[src/design/sysctl_pkg.sv]
package sysctl_pkg;

  // =====================================================================
  // Register map (byte addresses on AXI4-Lite)
  localparam logic [7:0] REG_CTRL_ADDR   = 8'h00;
  localparam logic [7:0] REG_STATUS_ADDR = 8'h04;
  localparam logic [7:0] REG_RESET_ADDR  = 8'h08;
  localparam logic [7:0] REG_VECTOR_ADDR = 8'h0C;

  // =====================================================================
  // Control register fields
  localparam int CTRL_MON_EN      = 0;
  localparam int CTRL_MON_STOP_EN = 1;
  localparam int CTRL_LVR_EN      = 2;
  localparam int CTRL_THR_SEL     = 3;
  localparam int CTRL_WARN_IE     = 4;
  localparam int CTRL_WARN_ACK    = 5;
  localparam int CTRL_CLKSEL_LSB  = 8;
  localparam int CLKSEL_W         = 3;
  localparam int CTRL_SLEW        = 12;
  localparam int CTRL_DRIVE       = 13;
  localparam logic [31:0] CTRL_RESET     = 32'h0000_0001;
  localparam logic [31:0] CTRL_WRITABLE  = 32'h0000_371F;

  // =====================================================================
  // Status register fields
  localparam int STAT_WARN_FLAG   = 0;
  localparam int STAT_DETECT_ON   = 1;
  localparam int STAT_IN_RESET    = 2;

  // Reset-source status bit positions
  localparam int RS_POR  = 7;
  localparam int RS_PIN  = 6;
  localparam int RS_WDOG = 5;
  localparam int RS_OPC  = 4;
  localparam int RS_ADR  = 3;
  localparam int RS_CLK  = 2;
  localparam int RS_LVD  = 1;

  // =====================================================================
  // Vectors
  localparam int NUM_VEC = 10;
  localparam logic [15:0] VEC_TOP_ADDR = 16'hFFFE;
  localparam logic [3:0]  VEC_RESET    = 4'h0;
  localparam logic [3:0]  VEC_SWI      = 4'h1;
  localparam logic [3:0]  VEC_PIN      = 4'h2;
  localparam logic [3:0]  VEC_WARN     = 4'h3;
  localparam logic [3:0]  VEC_LOCK     = 4'h4;
  localparam logic [3:0]  VEC_TIMER0   = 4'h5;
  localparam int NUM_TIMER_CH = 5;

  localparam logic [1:0] RESP_OKAY   = 2'h0;
  localparam logic [1:0] RESP_SLVERR = 2'h2;

  typedef enum logic [1:0] {
    PWR_RUN,
    PWR_STOP2,
    PWR_STOP3
  } power_mode_t;

  typedef struct packed {
    logic       valid;
    logic [3:0] number;
    logic [15:0] address;
  } vector_req_t;

  typedef struct packed {
    logic swi;
    logic wdog;
    logic clock_loss;
    logic pin;
    logic bad_opcode;
    logic bad_address;
    logic debugger;
  } reset_src_t;

  typedef struct packed {
    logic out;
    logic oe;
    logic slew;
    logic drive;
  } pin_drive_t;

endpackage

[src/design/system_control.sv]
`timescale 1ns/1ps
// Notes on behaviour
// - Lower vector number has higher priority
// - Timer channels 4..0 map to vectors 9..5
// - Lock loss, gated, goes to vector 4
// - Pin interrupt flag, gated, goes to vector 2
// - Software interrupt uses vector 1, unmaskable
// - All reset sources fetch reset vector 0
// - Detector enabled only when monitor enable set
// - Detector off in stop unless stop enable
// - Both enables set: stop3 instead of stop2
// - Power-on holds reset until above threshold
// - Power-on sets power-on and low-voltage status
// - Low-voltage reset only when its enable set
// - Threshold select bit chooses detection level
// - Reset held while supply below threshold
// - Low-voltage status set by either reset
// - Warning sets flag; enabled raises vector 3
// - Clock output off when select is zero
// - Nonzero select drives divided clock, overrides direction
// - Select value sets the division ratio
// - Pin slew and drive apply to clock
// - High byte first, low byte next address
// - Request only when flag and enable set, except software interrupt and reset
module system_control
  import sysctl_pkg::*;
(
  input  wire logic                    aclk,
  input  wire logic                    aresetn,
  input  wire logic                    ce,
  // AXI4-Lite slave
  input  wire logic [7:0]              s_axi_awaddr,
  input  wire logic                    s_axi_awvalid,
  output logic                         s_axi_awready,
  input  wire logic [31:0]             s_axi_wdata,
  input  wire logic [3:0]              s_axi_wstrb,
  input  wire logic                    s_axi_wvalid,
  output logic                         s_axi_wready,
  output logic [1:0]                   s_axi_bresp,
  output logic                         s_axi_bvalid,
  input  wire logic                    s_axi_bready,
  input  wire logic [7:0]              s_axi_araddr,
  input  wire logic                    s_axi_arvalid,
  output logic                         s_axi_arready,
  output logic [31:0]                  s_axi_rdata,
  output logic [1:0]                   s_axi_rresp,
  output logic                         s_axi_rvalid,
  input  wire logic                    s_axi_rready,
  // Analog comparators and sources
  input  wire logic                    power_on_detect,
  input  wire logic                    below_low_threshold,
  input  wire logic                    below_high_threshold,
  input  wire logic                    warning_detect,
  input  wire logic                    stop_request,
  input  wire reset_src_t              reset_sources,
  input  wire logic                    watchdog_enable,
  input  wire logic                    clock_monitor_enable,
  input  wire logic [NUM_TIMER_CH-1:0] timer_channel_flag,
  input  wire logic [NUM_TIMER_CH-1:0] timer_channel_interrupt_enable,
  input  wire logic                    lock_loss_status,
  input  wire logic                    lock_loss_interrupt_enable,
  input  wire logic                    pin_interrupt_flag,
  input  wire logic                    pin_interrupt_enable,
  input  wire logic                    shared_port_pin_data,
  input  wire logic                    shared_port_pin_dir,
  // To core and system
  output vector_req_t                  vector_req,
  output logic                         system_reset,
  output logic                         detector_enable,
  output logic                         threshold_select,
  output power_mode_t                  power_mode,
  output pin_drive_t                   shared_port_pin
);

  // ====================================================================
  // Control and status state
  logic [31:0] ctrl;
  logic        low_voltage_warning_flag;
  logic [7:0]  reset_source_status;
  logic        por_seen;
  logic        lvr_hold;
  logic        stopped;

  wire supply_monitor_enable      = ctrl[CTRL_MON_EN];
  wire supply_monitor_stop_enable = ctrl[CTRL_MON_STOP_EN];
  wire low_voltage_reset_enable   = ctrl[CTRL_LVR_EN];
  wire warning_interrupt_enable   = ctrl[CTRL_WARN_IE];
  wire [CLKSEL_W-1:0] clock_output_select = ctrl[CTRL_CLKSEL_LSB +: CLKSEL_W];

  // ====================================================================
  // Supply monitor
  // Detection is meaningless while stopped unless the stop enable keeps it on
  assign detector_enable  = supply_monitor_enable &&
                            (!stopped || supply_monitor_stop_enable);
  assign threshold_select = ctrl[CTRL_THR_SEL];
  wire below_selected = threshold_select ? below_high_threshold : below_low_threshold;
  wire lv_trip        = detector_enable && below_selected;
  wire lv_reset_event = lv_trip && low_voltage_reset_enable;

  // Sources gated by their enables; the debugger-forced reset leaves no status
  wire wdog_rst = reset_sources.wdog && watchdog_enable;
  wire clk_rst  = reset_sources.clock_loss && clock_monitor_enable;
  wire other_rst = wdog_rst || clk_rst || reset_sources.pin || reset_sources.bad_opcode ||
                   reset_sources.bad_address || reset_sources.debugger;

  // Power-on hold releases only once the low threshold is exceeded, regardless
  // of the enables, since software has not had a chance to run yet.
  wire por_hold  = power_on_detect || (por_seen && below_low_threshold);
  wire lvr_next  = lv_reset_event || (lvr_hold && below_selected);
  assign system_reset = por_hold || lvr_hold || other_rst;

  wire [7:0] next_status_other = {1'b0, reset_sources.pin, wdog_rst, reset_sources.bad_opcode,
                                  reset_sources.bad_address, clk_rst, 2'b00};

  always_ff @(posedge aclk) begin
    if (!aresetn) begin
      por_seen            <= 1'b1;
      lvr_hold            <= 1'b0;
      reset_source_status <= 8'h82;
    end else if (ce) begin
      por_seen <= por_hold;
      lvr_hold <= lvr_next;
      if (power_on_detect) begin
        reset_source_status <= 8'h82;
      end else if (lv_reset_event && !lvr_hold) begin
        reset_source_status <= {reset_source_status[RS_POR], 7'h02};
      end else if (other_rst && !reset_sources.debugger && !por_hold && !lvr_hold) begin
        reset_source_status <= next_status_other;
      end
    end
  end

  // ====================================================================
  // Stop mode selection
  always_ff @(posedge aclk) begin
    if (!aresetn) begin
      stopped    <= 1'b0;
      power_mode <= PWR_RUN;
    end else if (ce) begin
      stopped <= stop_request;
      if (!stop_request) begin
        power_mode <= PWR_RUN;
      end else if (supply_monitor_enable && supply_monitor_stop_enable) begin
        power_mode <= PWR_STOP3;
      end else begin
        power_mode <= PWR_STOP2;
      end
    end
  end

  // ====================================================================
  // Warning flag: set wins over a software acknowledge in the same cycle
  wire warn_set = detector_enable && warning_detect;
  logic warn_ack;

  always_ff @(posedge aclk) begin
    if (!aresetn) begin
      low_voltage_warning_flag <= 1'b0;
    end else if (ce) begin
      if (warn_set) begin
        low_voltage_warning_flag <= 1'b1;
      end else if (warn_ack) begin
        low_voltage_warning_flag <= 1'b0;
      end
    end
  end

  // ====================================================================
  // Vector arbitration
  logic [NUM_VEC-1:0] pending;
  always_comb begin
    pending            = '0;
    pending[VEC_RESET] = system_reset;
    pending[VEC_SWI]   = reset_sources.swi;
    pending[VEC_PIN]   = pin_interrupt_flag && pin_interrupt_enable;
    pending[VEC_WARN]  = low_voltage_warning_flag && warning_interrupt_enable;
    pending[VEC_LOCK]  = lock_loss_status && lock_loss_interrupt_enable;
    for (int i = 0; i < NUM_TIMER_CH; i++) begin
      pending[5 + i] = timer_channel_flag[i] && timer_channel_interrupt_enable[i];
    end
  end

  logic [3:0] winner;
  always_comb begin
    winner = '0;
    for (int i = NUM_VEC - 1; i >= 0; i--) begin
      if (pending[i]) begin
        winner = 4'(i);
      end
    end
  end

  // Vector n lives at the top minus two bytes per number; the high byte sits at
  // this address and the low byte one above it.
  wire [15:0] winner_addr = VEC_TOP_ADDR - {11'h000, winner, 1'b0};

  always_ff @(posedge aclk) begin
    if (!aresetn) begin
      vector_req <= '0;
    end else if (ce) begin
      vector_req.valid   <= |pending;
      vector_req.number  <= winner;
      vector_req.address <= winner_addr;
    end
  end

  // ====================================================================
  // Clock output on the shared pin
  logic div_clk;
  clock_out_divider u_div (
    .aclk    (aclk),
    .aresetn (aresetn),
    .ce      (ce),
    .select  (clock_output_select),
    .clk_out (div_clk)
  );

  wire clk_out_on = (clock_output_select != '0);
  always_ff @(posedge aclk) begin
    if (!aresetn) begin
      shared_port_pin <= '0;
    end else if (ce) begin
      shared_port_pin.out   <= clk_out_on ? div_clk : shared_port_pin_data;
      shared_port_pin.oe    <= clk_out_on || shared_port_pin_dir;
      shared_port_pin.slew  <= ctrl[CTRL_SLEW];
      shared_port_pin.drive <= ctrl[CTRL_DRIVE];
    end
  end

  // ====================================================================
  // AXI4-Lite slave
  logic       aw_held;
  logic       w_held;
  logic [7:0] aw_addr;
  logic [31:0] w_data;
  logic [3:0]  w_strb;

  assign s_axi_awready = ce && !aw_held && !s_axi_bvalid;
  assign s_axi_wready  = ce && !w_held && !s_axi_bvalid;
  assign s_axi_arready = ce && !s_axi_rvalid;

  wire        aw_now   = aw_held || (s_axi_awvalid && s_axi_awready);
  wire        w_now    = w_held || (s_axi_wvalid && s_axi_wready);
  wire [7:0]  wr_addr  = aw_held ? aw_addr : s_axi_awaddr;
  wire [31:0] wr_data  = w_held ? w_data : s_axi_wdata;
  wire [3:0]  wr_strb  = w_held ? w_strb : s_axi_wstrb;
  wire        wr_go    = ce && aw_now && w_now && !s_axi_bvalid;
  wire        wr_ctrl  = wr_go && (wr_addr == REG_CTRL_ADDR);
  wire        wr_known = (wr_addr == REG_CTRL_ADDR) || (wr_addr == REG_STATUS_ADDR) ||
                         (wr_addr == REG_RESET_ADDR) || (wr_addr == REG_VECTOR_ADDR);

  logic [31:0] strb_mask;
  always_comb begin
    for (int b = 0; b < 4; b++) begin
      strb_mask[8*b +: 8] = {8{wr_strb[b]}};
    end
  end
  wire [31:0] next_ctrl = (ctrl & ~(strb_mask & CTRL_WRITABLE)) |
                          (wr_data & strb_mask & CTRL_WRITABLE);
  assign warn_ack = wr_ctrl && wr_strb[0] && wr_data[CTRL_WARN_ACK];

  always_ff @(posedge aclk) begin
    if (!aresetn) begin
      aw_held      <= 1'b0;
      w_held       <= 1'b0;
      aw_addr      <= '0;
      w_data       <= '0;
      w_strb       <= '0;
      s_axi_bvalid <= 1'b0;
      s_axi_bresp  <= RESP_OKAY;
      ctrl         <= CTRL_RESET;
    end else if (ce) begin
      if (s_axi_awvalid && s_axi_awready && !wr_go) begin
        aw_held <= 1'b1;
        aw_addr <= s_axi_awaddr;
      end
      if (s_axi_wvalid && s_axi_wready && !wr_go) begin
        w_held <= 1'b1;
        w_data <= s_axi_wdata;
        w_strb <= s_axi_wstrb;
      end
      if (wr_go) begin
        aw_held      <= 1'b0;
        w_held       <= 1'b0;
        s_axi_bvalid <= 1'b1;
        s_axi_bresp  <= wr_known ? RESP_OKAY : RESP_SLVERR;
      end else if (s_axi_bready) begin
        s_axi_bvalid <= 1'b0;
      end
      if (wr_ctrl) begin
        ctrl <= next_ctrl;
      end
    end
  end

  logic [31:0] rd_mux;
  always_comb begin
    case (s_axi_araddr)
      REG_CTRL_ADDR:   rd_mux = ctrl;
      REG_STATUS_ADDR: rd_mux = {29'h0, system_reset, detector_enable, low_voltage_warning_flag};
      REG_RESET_ADDR:  rd_mux = {24'h0, reset_source_status};
      REG_VECTOR_ADDR: rd_mux = {vector_req.valid, 11'h000, vector_req.number,
                                 vector_req.address};
      default:         rd_mux = '0;
    endcase
  end
  wire rd_known = (s_axi_araddr == REG_CTRL_ADDR) || (s_axi_araddr == REG_STATUS_ADDR) ||
                  (s_axi_araddr == REG_RESET_ADDR) || (s_axi_araddr == REG_VECTOR_ADDR);

  always_ff @(posedge aclk) begin
    if (!aresetn) begin
      s_axi_rvalid <= 1'b0;
      s_axi_rdata  <= '0;
      s_axi_rresp  <= RESP_OKAY;
    end else if (ce) begin
      if (s_axi_arvalid && s_axi_arready) begin
        s_axi_rvalid <= 1'b1;
        s_axi_rdata  <= rd_mux;
        s_axi_rresp  <= rd_known ? RESP_OKAY : RESP_SLVERR;
      end else if (s_axi_rready) begin
        s_axi_rvalid <= 1'b0;
      end
    end
  end

endmodule

[src/design/clock_out_divider.sv]
`timescale 1ns/1ps
module clock_out_divider
  import sysctl_pkg::*;
(
  input  wire logic                aclk,
  input  wire logic                aresetn,
  input  wire logic                ce,
  input  wire logic [CLKSEL_W-1:0] select,
  output logic                     clk_out
);
  // Division by 2*select: a toggle every select bus cycles
  logic [CLKSEL_W-1:0] count;
  wire                 active = (select != '0);
  wire                 wrap   = (count >= select - 3'h1);

  always_ff @(posedge aclk) begin
    if (!aresetn) begin
      count   <= '0;
      clk_out <= 1'b0;
    end else if (ce) begin
      if (!active) begin
        count   <= '0;
        clk_out <= 1'b0;
      end else if (wrap) begin
        count   <= '0;
        clk_out <= ~clk_out;
      end else begin
        count <= count + 3'h1;
      end
    end
  end
endmodule

[config.mk]
export PLATFORM = sky130hd
export DESIGN_NAME = system_control
export DESIGN_NICKNAME = d
export VERILOG_FILES = /design/src/design/sysctl_pkg.sv /design/src/design/system_control.sv /design/src/design/clock_out_divider.sv
export SDC_FILE = /design/constraint.sdc
export NUM_CORES = 1
export LEC_CHECK = 0
export ABC_CLOCK_PERIOD_IN_PS = 2400
export BUFFER_PORTS_ARGS = -buffer_cell sky130_fd_sc_hd__buf_2
export CAP_MARGIN = 20
export CORE_UTILIZATION = 25
export CTS_CLUSTER_SIZE = 10
export DETAILED_ROUTE_END_ITERATION = 16
export PLACE_DENSITY = 0.47
export SKIP_LAST_GASP = 1
export SLEW_MARGIN = 20
export SYNTH_ARGS = -nofsm -noshare
export SYNTH_HDL_FRONTEND = slang
export SYNTH_SLANG_ARGS = --single-unit
[constraint.sdc]
create_clock -name aclk -period 2.4 [get_ports aclk]
set_clock_uncertainty 0.2 [all_clocks]
set_input_delay 0.48 -clock aclk [delete_from_list [all_inputs] [get_ports aclk]]
set_output_delay 0.48 -clock aclk [all_outputs]
set_load 0.01 [all_outputs]
==> results.json <==
{
  "final_common_cell": "buf_2",
  "rsz0062_at_grt": "no",
  "hold_buffers": 0,
  "cp_data_arrival_time_ns": 2.28,
  "dieArea_um2": 16400,
  "crit_type": "reg2reg",
  "numPortBuffers": 123,
  "finalHoldViolCount": 0,
  "status": "finished clean",
  "critPathSlowestCell": "dfxtp_1",
  "syn_inst": 440,
  "placed_cells": 763,
  "post_cts_buffers": 0,
  "fill_cells": 1634,
  "finalSetupTns_ns": 0,
  "nets": 659,
  "finalNonFillerCells": 778,
  "ys.warnings.count": 0,
  "cpPeakStageDelay_ns": 0.43,
  "whs_ns": 0.173,
  "dp_slack_ns": -0.0599,
  "start_util_pct": 25.8,
  "num_antenna_cells": 0,
  "layout-drive-gt1-share_pct": 29.6,
  "vias": 3538,
  "fin_crit_sh_pct": 94.0,
  "ctsRootBufferMaster": "clkbuf_16",
  "rows": 45,
  "post_drt_wl_per_cell_um": 14.3,
  "clk_latency_ns": 0.33,
  "chipWidth_um": 128,
  "cts.sinks": 87,
  "die_h_um": 128,
  "routabilityCongestion": 0.801,
  "max-vdd-ir-drop_v": 0.000301,
  "ys.flop_type": "dfxtp_1",
  "critPathLaunchType": "flip-flop",
  "io_pins": 161,
  "maxSlewHeadroom_pct": 65.3,
  "drt-initial-drc-count": 155,
  "power_density_nw_per_um2": 620,
  "slew_viol_final": 0,
  "grt_pass1_wl_um": 17700,
  "syn-cell-area_um2": 3970,
  "grt_usage_pct": 14.1,
  "setup_ws_ns": 0.144,
  "yosysSeqAreaShare_pct": 43.8,
  "area_growth_pct": 26.9,
  "cts_inserted_buffers": 9,
  "htreeDepth": 3,
  "final_cell_mix": "buf_2, dfxtp_1, nor2_1",
  "cts_tree": "done",
  "fin_crit_ns": 2.26,
  "core_um2": 15400,
  "fmaxAchievable_mhz": 443,
  "ant_nets": 0,
  "drv_cap": 0,
  "antenna_found_initial": 0,
  "synth_edf_count": 0,
  "grt_pass1_vias": 3424,
  "crit_chain": "or3b_1 > a2111o_1 > a21o_1 > o311a_1",
  "firstDrtPassIters": 4,
  "async_reset_ff_share_pct": 0,
  "crit_required_ns": 2.42,
  "cp-end-kind": "flip-flop",
  "drt_drc_violations_left": 0,
  "totalWireLength_um": 11100,
  "leakage_nw": 2.28,
  "place_hpwl_um": 8600,
  "post_cts_resized": 0,
  "grt-ovfl-total": 0,
  "ys_types": 57,
  "ys_ff_latch": 87,
  "ff2ff_path_depth": 4,
  "whs_path_depth": 2,
  "viasPerCell": 4.55,
  "setup_violations": 0,
  "clk_pin_slew_ns": 0.06,
  "tightest_slew_ns": 0.519,
  "cts_max_path_buffers": 2,
  "crit_fanout": 11,
  "grt_max_degree": 35,
  "hp-class": "in2reg",
  "syn_avg_cell_area_um2": 9.03
}
-- path summary, 6_finish.rpt --
| check | start | to | slack, ns |
|---|---|---|---|
| max | aw_held | flip-flop | 0.14 |
| min | reset_sources[1] | reset_source_status[3] | 0.17 |
| max reg2reg | aw_held | flip-flop | 0.14 |
| min reg2reg | s_axi_rdata[12] | s_axi_rdata[12] | 0.25 |
-- critical path, delay by kind of cell (launching register included) --
kind | cells | cell delay [ns]
and+or+nand+nor | 1 | 0.37
DFF | 1 | 0.43
AOI/OAI and AO/OA | 3 | 1.15
-- Yosys cell counts, types with 4 or more instances --
library cell  number  area (um^2)
nand2_1           43          161
dfxtp_1           87         1740
or3_1              4         25.0
a22o_1             4         35.0
o21ai_1           12         60.1
o311a_1            5         50.1
nor2_1            56          210
mux2i_1           37          370
a21oi_1           25          125
ha_1               6         75.1
buf_1              4         15.0
o21ai_0           14         70.1
mux2_2             6         67.6
a32o_1             4         40.0
a22oi_1           11         82.6
nand3_1           11         55.1
clkbuf_1          11         41.3
a211oi_1           5         37.5
inv_1              9         33.8
buf_4             26          195
a31oi_1            8         50.1
-- per-stage QoR --
| step | utilization [%] | cell area, um^2 | power [W] |
|---|---|---|---|
| floorplan | - | 4020 | 0.00176 |
| global placement | 31.1 | 4780 | 0.00189 |
| detailed placement | 31.1 | 4780 | 0.00190 |
| CTS | 32.8 | 5040 | 0.00318 |
| global route | 32.8 | 5040 | 0.00327 |
| finish | 32.8 | 5040 | 0.00312 |
-- layout make-up --
class	instances	area, um^2	area share (%)
Clock inverter	1	5.00	0.0993
Inverter	11	41.3	0.819
Tap cell	211	264	5.24
Sequential cell	87	1740	34.5
Timing Repair Buffer	142	758	15.0
Multi-Input combinational cell	312	1980	39.2
Clock buffer	14	254	5.04
-- logic make-up (layout without fill, tap and decap cells) --
family,Yosys count,in the layout,synth area share (%)
fa+ha+maj,6,6,1.89
xor+xnor,3,3,0.662
buf+inv,54,168,7.62
compound gates,104,104,17.5
mux,45,45,12.2
simple gates,140,140,16.2
flops,87,87,43.8
other cells,1,14,0.0944
-- layer usage --
metal / wire, um / vias up / track usage [%]
met5: 0 / - / 0
met4: 175 / 0 / 5.19
met3: 821 / 13 / 4.01
met2: 5310 / 106 / 23.5
met1: 4800 / 1642 / 17.2
li1: - / 1777 / -
-- report_power, final --
part / switching, W / internal (W) / total (W) / leakage (nW)
clock: 0.000534 / 0.000724 / 0.00126 / 0.127
sequential: 0.0000279 / 0.00148 / 0.00151 / 0.707
combinational: 0.000204 / 0.000152 / 0.000356 / 1.45
total: 0.000766 / 0.00236 / 0.00312 / 2.28
Power figures use the tool's default switching activity.
